**src/hw/nvac_pkg.sv**
```systemverilog
/*
 * Constants shared by the nonvolatile data memory access controller:
 * special function register addresses, control bit positions, reset
 * values and memory geometry.
 * Assumes a single 250 MHz core clock; times are given in nanoseconds.
 */
package nvac_pkg;

    // Special function register addresses on the core data bus.
    localparam logic [7:0] NV_DATA_ADDR     = 8'h08;
    localparam logic [7:0] NV_ADDRESS_ADDR  = 8'h09;
    localparam logic [7:0] NV_CONTROL_ADDR  = 8'h88;
    localparam logic [7:0] NV_SEQUENCE_ADDR = 8'h89;

    // Control and status bit positions.
    localparam int CTL_READ_BIT  = 0;
    localparam int CTL_WRITE_BIT = 1;
    localparam int CTL_GATE_BIT  = 2;
    localparam int CTL_ABORT_BIT = 3;
    localparam int CTL_DONE_BIT  = 4;

    // Reset values and the erased byte value.
    localparam logic [7:0] DATA_RESET    = 8'h00;
    localparam logic [7:0] ADDRESS_RESET = 8'h00;
    localparam logic [7:0] ERASED_BYTE   = 8'hff;

    // Memory geometry: 64 bytes, six implemented address bits.
    localparam int MEM_DEPTH  = 64;
    localparam int MEM_AW     = 6;

    // Core clock and default self-timed write duration.
    localparam int CLK_MHZ       = 250;
    localparam int WRITE_TIME_NS = 10000;

    typedef enum logic [2:0] {
        NVAC_IDLE  = 3'b001,
        NVAC_ERASE = 3'b010,
        NVAC_PROG  = 3'b100
    } nvac_state_t;

endpackage : nvac_pkg

```
**src/hw/nvac_core.sv**
```systemverilog
/*
 * Nonvolatile data memory access controller: a 64-byte byte-wide store
 * reached only through three special function registers (address, data
 * and control/status), with one-cycle reads and self-timed
 * erase-then-program writes.
 * Assumes the core drives the register port on the same clock, that
 * the master-clear and watchdog reset requests are synchronous to it,
 * and that rst_b_i is the power-on reset, which clears every register but not the store.
 */

// Functional notes
// - The store holds 64 bytes at locations 00h to 3Fh, accessed one byte at a time.
// - The core can read and write the store at any time in normal operation.
// - The store is reached only through the address, data and control registers.
// - The data register carries the byte moved and the address register selects the location.
// - A byte write erases the location first and then programs the new byte.
// - An internal timer sets the write duration and hardware signals its end.
// - Code protection blocks the programmer port but never the core.
// - The address register is eight bits and a nonzero top pair falls outside the store.
// - The control register sits at data address 88h.
// - The done flag is set when a write ends and only software clears it.
// - The abort flag is set when a master-clear or watchdog reset cuts a write short.
// - The write gate bit allows writes when one and inhibits them when zero.
// - The write bit starts a write, is only set by software and cleared by hardware.
// - The read bit loads the data register in one cycle and then clears itself.
// - A finished write raises a wake request when its enable is set.
module nvac_core #(
    parameter int WRITE_NS = nvac_pkg::WRITE_TIME_NS,
    parameter int TW       = 16
) (
    input  wire logic       clk_i,
    input  wire logic       rst_b_i,
    input  wire logic       master_clear_rst_i,
    input  wire logic       watchdog_rst_i,
    input  wire logic [7:0] sfr_addr_i,
    input  wire logic [7:0] sfr_wdata_i,
    input  wire logic       sfr_we_i,
    input  wire logic       sfr_re_i,
    output logic      [7:0] sfr_rdata_o,
    input  wire logic       wake_enable_i,
    output logic            wake_o,
    input  wire logic       code_protect_i,
    input  wire logic [5:0] prog_addr_i,
    input  wire logic       prog_re_i,
    output logic      [7:0] prog_rdata_o,
    output logic            busy_o
);

    // Cycles per phase; the write duration is split evenly into erase and program.
    localparam int WRITE_CYC = (WRITE_NS * nvac_pkg::CLK_MHZ + 999) / 1000;
    localparam int PHASE_CYC = (WRITE_CYC / 2 < 1) ? 1 : WRITE_CYC / 2;
    localparam logic [TW-1:0] PHASE_LAST = TW'(PHASE_CYC - 1);

    function automatic logic in_store(input logic [7:0] a);
        in_store = (a[7:nvac_pkg::MEM_AW] == 2'b00);
    endfunction : in_store

    logic [7:0] mem [nvac_pkg::MEM_DEPTH];

    nvac_pkg::nvac_state_t state_reg, state_next;
    logic [TW-1:0] timer_reg, timer_next;
    logic [7:0]    address_reg, address_next;
    logic [7:0]    data_reg, data_next;
    logic [7:0]    wr_data_reg, wr_data_next;
    logic [5:0]    wr_addr_reg, wr_addr_next;
    logic          read_reg, read_next;
    logic          write_reg, write_next;
    logic          gate_reg, gate_next;
    logic          abort_reg, abort_next;
    logic          done_reg, done_next;
    logic [7:0]    rdata_reg, rdata_next;
    logic [7:0]    prog_rdata_reg, prog_rdata_next;
    logic          mem_we;
    logic [7:0]    mem_wdata;
    logic          ctl_wr, core_rst, phase_end, start_write;
    logic [7:0]    ctl_value, mem_word;

    assign ctl_wr    = sfr_we_i && (sfr_addr_i == nvac_pkg::NV_CONTROL_ADDR);
    assign core_rst  = master_clear_rst_i || watchdog_rst_i;
    assign phase_end = (timer_reg == PHASE_LAST);
    assign mem_word  = mem[address_reg[5:0]];
    assign ctl_value = {3'b000, done_reg, abort_reg, gate_reg, write_reg, read_reg};
    assign start_write = ctl_wr && sfr_wdata_i[nvac_pkg::CTL_WRITE_BIT] && gate_reg
                         && (state_reg == nvac_pkg::NVAC_IDLE) && !core_rst
                         && in_store(address_reg);

    always_comb begin
        state_next      = state_reg;
        timer_next      = timer_reg;
        address_next    = address_reg;
        data_next       = data_reg;
        wr_data_next    = wr_data_reg;
        wr_addr_next    = wr_addr_reg;
        read_next       = 1'b0;
        write_next      = write_reg;
        gate_next       = gate_reg;
        abort_next      = abort_reg;
        done_next       = done_reg;
        mem_we          = 1'b0;
        mem_wdata       = nvac_pkg::ERASED_BYTE;
        rdata_next      = 8'h00;
        prog_rdata_next = 8'h00;

        // Register writes from the core.
        if (sfr_we_i && (sfr_addr_i == nvac_pkg::NV_ADDRESS_ADDR)) begin
            address_next = sfr_wdata_i;
        end
        if (sfr_we_i && (sfr_addr_i == nvac_pkg::NV_DATA_ADDR)) begin
            data_next = sfr_wdata_i;
        end
        if (ctl_wr) begin
            gate_next  = sfr_wdata_i[nvac_pkg::CTL_GATE_BIT];
            abort_next = sfr_wdata_i[nvac_pkg::CTL_ABORT_BIT];
            done_next  = sfr_wdata_i[nvac_pkg::CTL_DONE_BIT];
            read_next  = sfr_wdata_i[nvac_pkg::CTL_READ_BIT];
        end
        if (start_write) begin
            write_next   = 1'b1;
            wr_addr_next = address_reg[5:0];
            wr_data_next = data_reg;
            timer_next   = '0;
            state_next   = nvac_pkg::NVAC_ERASE;
        end

        // A read set in the previous cycle loads the data register now.
        if (read_reg) begin
            data_next = in_store(address_reg) ? mem_word : 8'h00;
        end

        case (state_reg)
            nvac_pkg::NVAC_IDLE: begin
            end
            nvac_pkg::NVAC_ERASE: begin
                timer_next = timer_reg + TW'(1);
                if (phase_end) begin
                    mem_we     = 1'b1;
                    mem_wdata  = nvac_pkg::ERASED_BYTE;
                    timer_next = '0;
                    state_next = nvac_pkg::NVAC_PROG;
                end
            end
            nvac_pkg::NVAC_PROG: begin
                timer_next = timer_reg + TW'(1);
                if (phase_end) begin
                    mem_we     = 1'b1;
                    mem_wdata  = wr_data_reg;
                    write_next = 1'b0;
                    done_next  = 1'b1;
                    state_next = nvac_pkg::NVAC_IDLE;
                end
            end
            default: begin
                state_next = nvac_pkg::NVAC_IDLE;
            end
        endcase

        // Master-clear or watchdog reset: abandon any write and flag the cut.
        if (core_rst) begin
            // A control write in this cycle is ignored, so the flag only keeps or sets.
            abort_next   = abort_reg || (state_reg != nvac_pkg::NVAC_IDLE);
            mem_we       = 1'b0;
            state_next   = nvac_pkg::NVAC_IDLE;
            timer_next   = '0;
            write_next   = 1'b0;
            read_next    = 1'b0;
            gate_next    = 1'b0;
            done_next    = done_reg;
        end

        if (sfr_re_i) begin
            case (sfr_addr_i)
                nvac_pkg::NV_DATA_ADDR:    rdata_next = data_reg;
                nvac_pkg::NV_ADDRESS_ADDR: rdata_next = address_reg;
                nvac_pkg::NV_CONTROL_ADDR: rdata_next = ctl_value;
                default:                   rdata_next = 8'h00;
            endcase
        end

        // The programmer sees zeros while code protection is on.
        if (prog_re_i && !code_protect_i) begin
            prog_rdata_next = mem[prog_addr_i];
        end
    end

    always_ff @(posedge clk_i) begin
        if (!rst_b_i) begin
            state_reg      <= nvac_pkg::NVAC_IDLE;
            timer_reg      <= '0;
            address_reg    <= nvac_pkg::ADDRESS_RESET;
            data_reg       <= nvac_pkg::DATA_RESET;
            wr_data_reg    <= nvac_pkg::DATA_RESET;
            wr_addr_reg    <= '0;
            read_reg       <= 1'b0;
            write_reg      <= 1'b0;
            gate_reg       <= 1'b0;
            abort_reg      <= 1'b0;
            done_reg       <= 1'b0;
            rdata_reg      <= 8'h00;
            prog_rdata_reg <= 8'h00;
        end else begin
            state_reg      <= state_next;
            timer_reg      <= timer_next;
            address_reg    <= address_next;
            data_reg       <= data_next;
            wr_data_reg    <= wr_data_next;
            wr_addr_reg    <= wr_addr_next;
            read_reg       <= read_next;
            write_reg      <= write_next;
            gate_reg       <= gate_next;
            abort_reg      <= abort_next;
            done_reg       <= done_next;
            rdata_reg      <= rdata_next;
            prog_rdata_reg <= prog_rdata_next;
        end
    end

    // The store keeps its contents through every reset.
    always_ff @(posedge clk_i) begin
        if (mem_we) begin
            mem[wr_addr_reg] <= mem_wdata;
        end
    end

    assign sfr_rdata_o  = rdata_reg;
    assign prog_rdata_o = prog_rdata_reg;
    assign wake_o       = done_reg && wake_enable_i;
    assign busy_o       = write_reg;
endmodule : nvac_core

```
**config.mk**
```make
export PLATFORM = sky130hd
export DESIGN_NAME = nvac_core
export DESIGN_NICKNAME = d
export VERILOG_FILES = /design/src/hw/nvac_pkg.sv /design/src/hw/nvac_core.sv
export SDC_FILE = /design/constraint.sdc
export NUM_CORES = 1
export LEC_CHECK = 0
export ABC_CLOCK_PERIOD_IN_PS = 6100
export BUFFER_PORTS_ARGS = -buffer_cell sky130_fd_sc_hd__buf_4
export CAP_MARGIN = 20
export CORE_ASPECT_RATIO = 1.5
export CORE_MARGIN = 3
export CORE_UTILIZATION = 39
export DETAILED_ROUTE_END_ITERATION = 10
export GPL_TIMING_DRIVEN = 0
export HOLD_SLACK_MARGIN = 0.02
export PLACE_DENSITY = 0.6
export SETUP_SLACK_MARGIN = 0.2
export SYNTH_ARGS = -nofsm -noshare
export SYNTH_HDL_FRONTEND = slang
export SYNTH_SLANG_ARGS = --single-unit
export TNS_END_PERCENT = 5
```
**constraint.sdc**
```tcl
create_clock -name clk_i -period 6.1 [get_ports clk_i]
set_input_delay 0.61 -clock clk_i [delete_from_list [all_inputs] [get_ports clk_i]]
set_output_delay 0.61 -clock clk_i [all_outputs]
set_load 0.01 [all_outputs]
```
# After elaboration in Yosys (flattened, before gate mapping)
# Memory sizes are Yosys's and may differ from the RTL's. A register that Yosys moved wholly into a read port is not among the register bits.
# Cells that the tools add are included.
# totals
regBits,62
ramBits,512
output_inout_bits,18
n_memories,1
# op_classes
n_addsub,1
eq_ne,8
muxes,28
bitwise,2
reduce_logical,24
# memory_table
memory,depth,word_bits,read_ports,rd_clocked_by_memory_dff,wr,line_no,source
mem,64,8,2,2,1,nvac_core.sv:58,logic [7:0] mem [nvac_pkg::MEM_DEPTH];
# ops
operator,count
8-bit two-way mux,5
16-bit two-way mux,2
16-bit one-hot mux with 2 select lines,1
8-bit one-hot mux with 3 select lines,1
"16-bit by 1-bit adder with 16-bit output, second input constant",1
"16-bit by 11-bit == test with 1-bit output, second input constant",1
"8-bit by 4-bit == test with 1-bit output, second input constant",2
1-bit two-way mux,13
6-bit two-way mux,2
1-bit logical AND,10
3-bit two-way mux,3
3-bit one-hot mux with 3 select lines,1
"8-bit == test, second input constant",1
2-bit AND reduction,2
2-bit nonzero test,2
2-bit OR reduction,2
"3-bit by 1-bit == test with 1-bit output, second input constant",1
"3-bit by 2-bit == test with 1-bit output, second input constant",1
"3-bit == test, second input constant",1
1-bit zero test,3
"3-bit by 1-bit inequality test with 1-bit output, second input constant",1
3-bit nonzero test,1
3-bit OR reduction,1
2-bit zero test,1
2 further kinds,4

# Depth between registers and ports, before layout
# depth
word_depth,10
mapped_depth,9
ltp_nobuf,7

# Least setup slack after synthesis
# OpenSTA, ideal clock, no wires.
# synth_path
path_kind,input to register
start,input prog_addr_i[0]
end,"register prog_rdata_reg[1], in the netlist prog_rdata_o[1] (read register of mem)"
setup_time_ps,133
t_arrival_ps,2563
path_slack_ps,3404
path_stages,6
n_path_buf,2
path_cell_list,clkbuf_1 -> clkbuf_1 -> mux4_2 -> mux4_2 -> a32oi_1 -> o21ai_0
# synth_rtl
item,line_no,source
from (decl),nvac_core.sv:43,"input wire logic [5:0] prog_addr_i,"
to (decl),nvac_core.sv:72,"logic [7:0] prog_rdata_reg, prog_rdata_next;"

==> results.toml <==
[power]
powerDensity_nw_per_um2 = 262
power.share.clock_pct = 43.7
power_mw = 8.05
combinationalPowerShare_pct = 2.8
p_leak_nw = 6.97
p_seq_share_pct = 53.5
cellInternalPower_mw = 6.34
swShare_pct = 21.2
max-vdd-ir-drop_v = 0.000247
power.switching_mw = 1.71

[sta]
hold_viol = 0
clock.fmax_mhz = 256
tns_ns = 0
min_period_ns = 3.91
slew_headroom_pct = 19.2
worst_pin_slew_ns = 1.21
setup_viol = 0
slew_violations = 0
setup_ws_ns = 2.19
finalCritPeriodShare_pct = 64.0
rsz0062_at_grt = "no"
fin_skew_ns = 0.0142

[place]
port_buffers = 43
dp.cells = 2496
dpl.hpwl_mm = 68.8
dp_slack_ns = 2.08
routabilityCongestion = 0.989

[worst_hold_path]
hold_start = "sfr_wdata_i[0]"
hold_path_class = "in2reg"
holdPathEnd = "read_reg$_SDFF_PP0_"
holdPathStages = 3

[yosys]
netlist.area_leader.share_pct = 56.8
seq_area_frac_synth_pct = 62.4
synthMuxAreaShare_pct = 25.6
synthCells = 1539
synth_common_cells = "512 x edfxtp_1, 268 x mux4_2, 94 x nor2_1, 76 x dfxtp_1, 65 x nand2_1"
synthAdderAreaFrac_pct = 0.0924
synth_top_family_by_area = "multiplexers"
synth_warnings = 0
syn_avg_cell_area_um2 = 17.6
synth_fp_nets = 1572
synth-simple-area-share_pct = 5.82
ys.flop_type = "edfxtp_1"
async_flop_share_pct = 0
yosysTopAreaCell = "edfxtp_1"
synth_compound_area_share_pct = 4.23
yosysMostFrequentCell = "edfxtp_1"
syn_area_um2 = 27100
synth-seq-cells = 588
netlist_top_cells_area = "edfxtp_1 57%, mux4_2 22%, dfxtp_1 5.6%, mux2i_1 2.0%, mux2_2 1.3%"
synth_edf_count = 512
synth_xor_area_share_pct = 0
synth.distinct_cells = 64

[clock_tree]
cts_buffers = 55
cts_setup_buffers = 0
cts_buffer_depth = 3
cts_hold_buf = 0
htree_levels = 2
clk_pin_slew_worst_paths_ns = 0.06
cts_resized = 0
cts_sinks = 588
clockRootBuffer = "clkbuf_16"
worstSkewPairLatency_ns = 0.63
cts_tree = "built"

[setup_path]
cp_cell_sequence = "clkbuf_1 > buf_4 > buf_2 > buf_2 > nand2b_1 > o22ai_1 > o31ai_1 > o221ai_1 > a31oi_1"
reg2reg_slack_ns = 2.19
cp-end-kind = "flip-flop"
startpoint_type = "flip-flop"
critPathArrivalTime_ns = 4.46
r2r_cells = 9
r2r-end = "data_reg[0]$_SDFFE_PN0P_"
slowest_delay_ns = 0.81
path_common_cell = "buf_2"
cp_slowest_cell = "o31ai_1"
path_class = "reg2reg"
cp.required_ns = 6.66
crit_fanout = 10

[final_layout]
drive_gt1_share_pct = 30.8
area_growth_syn_to_layout_pct = 13.7
largest_reg_flops = 512
layout.nets = 1700
stdcell_count = 2603
nFillCells = 5815

[global_routing]
grt_max_degree = 65
grt_pass1_vias = 17300
overflow = 0
grt_pass1_wl_mm = 133
grt_usage_pct = 26.1
antenna_found_initial = 2

[floorplan]
die_width_um = 221
ioPinCount = 49
rows = 117
start_util_pct = 39.6
die_h_um = 329
core_um2 = 68400
dieArea_um2 = 72700

[detailed_routing]
wirelength_mm = 95.6
vias = 16800
drt-wirelength-per-cell_um = 36.7
ant_nets = 0
drt_iter0_markers = 1981
vias_per_cell = 6.47
drc_errors = 0
dr.pass1.iters = 5

[job]
maxCapViolCount = 0

[status]
status = "completed"
metrics by stage:
step | cell area, um2 | utilization (%) | hold WS [ns]
3_5_place_dp | 28900 | 42.2 | 0.456
4_1_cts | 30700 | 44.9 | 0.227
3_3_place_gp | 28500 | 41.7 | 0.452
2_1_floorplan | 27100 | - | 0.436
5_1_grt | 30800 | 45.0 | 0.247
6_report | 30800 | 45.0 | 0.250
routing by layer:
layer | global-route usage (%) | wire length [um] | vias to the layer above
met4 | 19.7 | 8780 | 2
met1 | 29.3 | 32100 | 8801
met5 | 0 | 14 | -
li1 | - | - | 6678
met3 | 5.03 | 7730 | 321
met2 | 44.4 | 47000 | 1038
logic make-up after synthesis:
family,count (synthesis)
fa+ha+maj,2
simple gates,300
compound gates,177
flops,588
mux,353
buf+inv,119
worst max-delay path by stage:
stage | end | slack [ns] | startpoint | cells past startpoint
2_1_floorplan | prog_rdata_o[1]$_SDFF_PN0_ | 3.40 | prog_addr_i[0] | 6
3_3_place_gp | prog_rdata_o[0]$_SDFF_PN0_ | 2.05 | prog_addr_i[0] | 6
3_5_place_dp | prog_rdata_o[3]$_SDFF_PN0_ | 2.08 | prog_addr_i[0] | 7
4_1_cts | data_reg[0]$_SDFFE_PN0P_ | 2.29 | flip-flop | 9
5_1_grt | data_reg[0]$_SDFFE_PN0P_ | 2.16 | flip-flop | 9
6_report | data_reg[0]$_SDFFE_PN0P_ | 2.19 | flip-flop | 9
area by class of cell:
class	instances	area, um2	share of cell area, %
plain buffers	115	495	1.61
multi-input cells	832	9690	31.5
flip-flops and latches	588	16900	54.9
diodes	1	2.50	0.00813
well taps	892	1120	3.63
repair buffers	71	758	2.46
clock buffers	67	1490	4.83
clock inverters	33	320	1.04
inverters	4	15.0	0.0488
critical path, delay by kind of cell (launching register included):
family / cells / cell delay [ns]
buffers and inverters: 4 / 1.69
AO/OA/AOI/OAI: 4 / 1.45
AND/OR/NAND/NOR: 1 / 0.37
flip-flops: 1 / 0.31
power groups by stage:
stage          sequential (mW)  combinational (mW)  clock [mW]
5_1_grt                   4.31               0.227        3.69
2_1_floorplan             4.40               0.109           0
3_3_place_gp              4.40               0.207           0
6_report                  4.31               0.222        3.52
3_5_place_dp              4.40               0.219           0
4_1_cts                   4.31               0.219        3.55
placed cells by master (no fill, tap or decap), types with 6 or more instances in the layout:
cell type  netlist  layout
clkbuf_16        0      58
or2_2           13      13
or4_1            6       6
o31ai_1         11      11
or3_1           13      13
nor2_1          94      94
nor3_1           7       7
nand4_1         15      15
a211oi_1         6       6
nand2b_1        14      14
buf_2           40      40
nand3_1         13      13
buf_1           15      15
mux2i_1         53      53
clkbuf_1        57      64
nand2_1         65      65
edfxtp_1       512     512
o22ai_1         31      31
a22oi_1          6       6
mux2_2          32      32
nand3b_1         9       9
mux4_2         268     268
nor2b_1         14      14
buf_12           0       7
a21oi_1         39      39
or3b_2           6       6
dfxtp_1         76      76
a31oi_1          7       7
clkinv_1         0       9
buf_4            3      49
buf_8            0      11
o21ai_0         31      31
a21boi_0        14      14
Power figures use the tool's default switching activity.
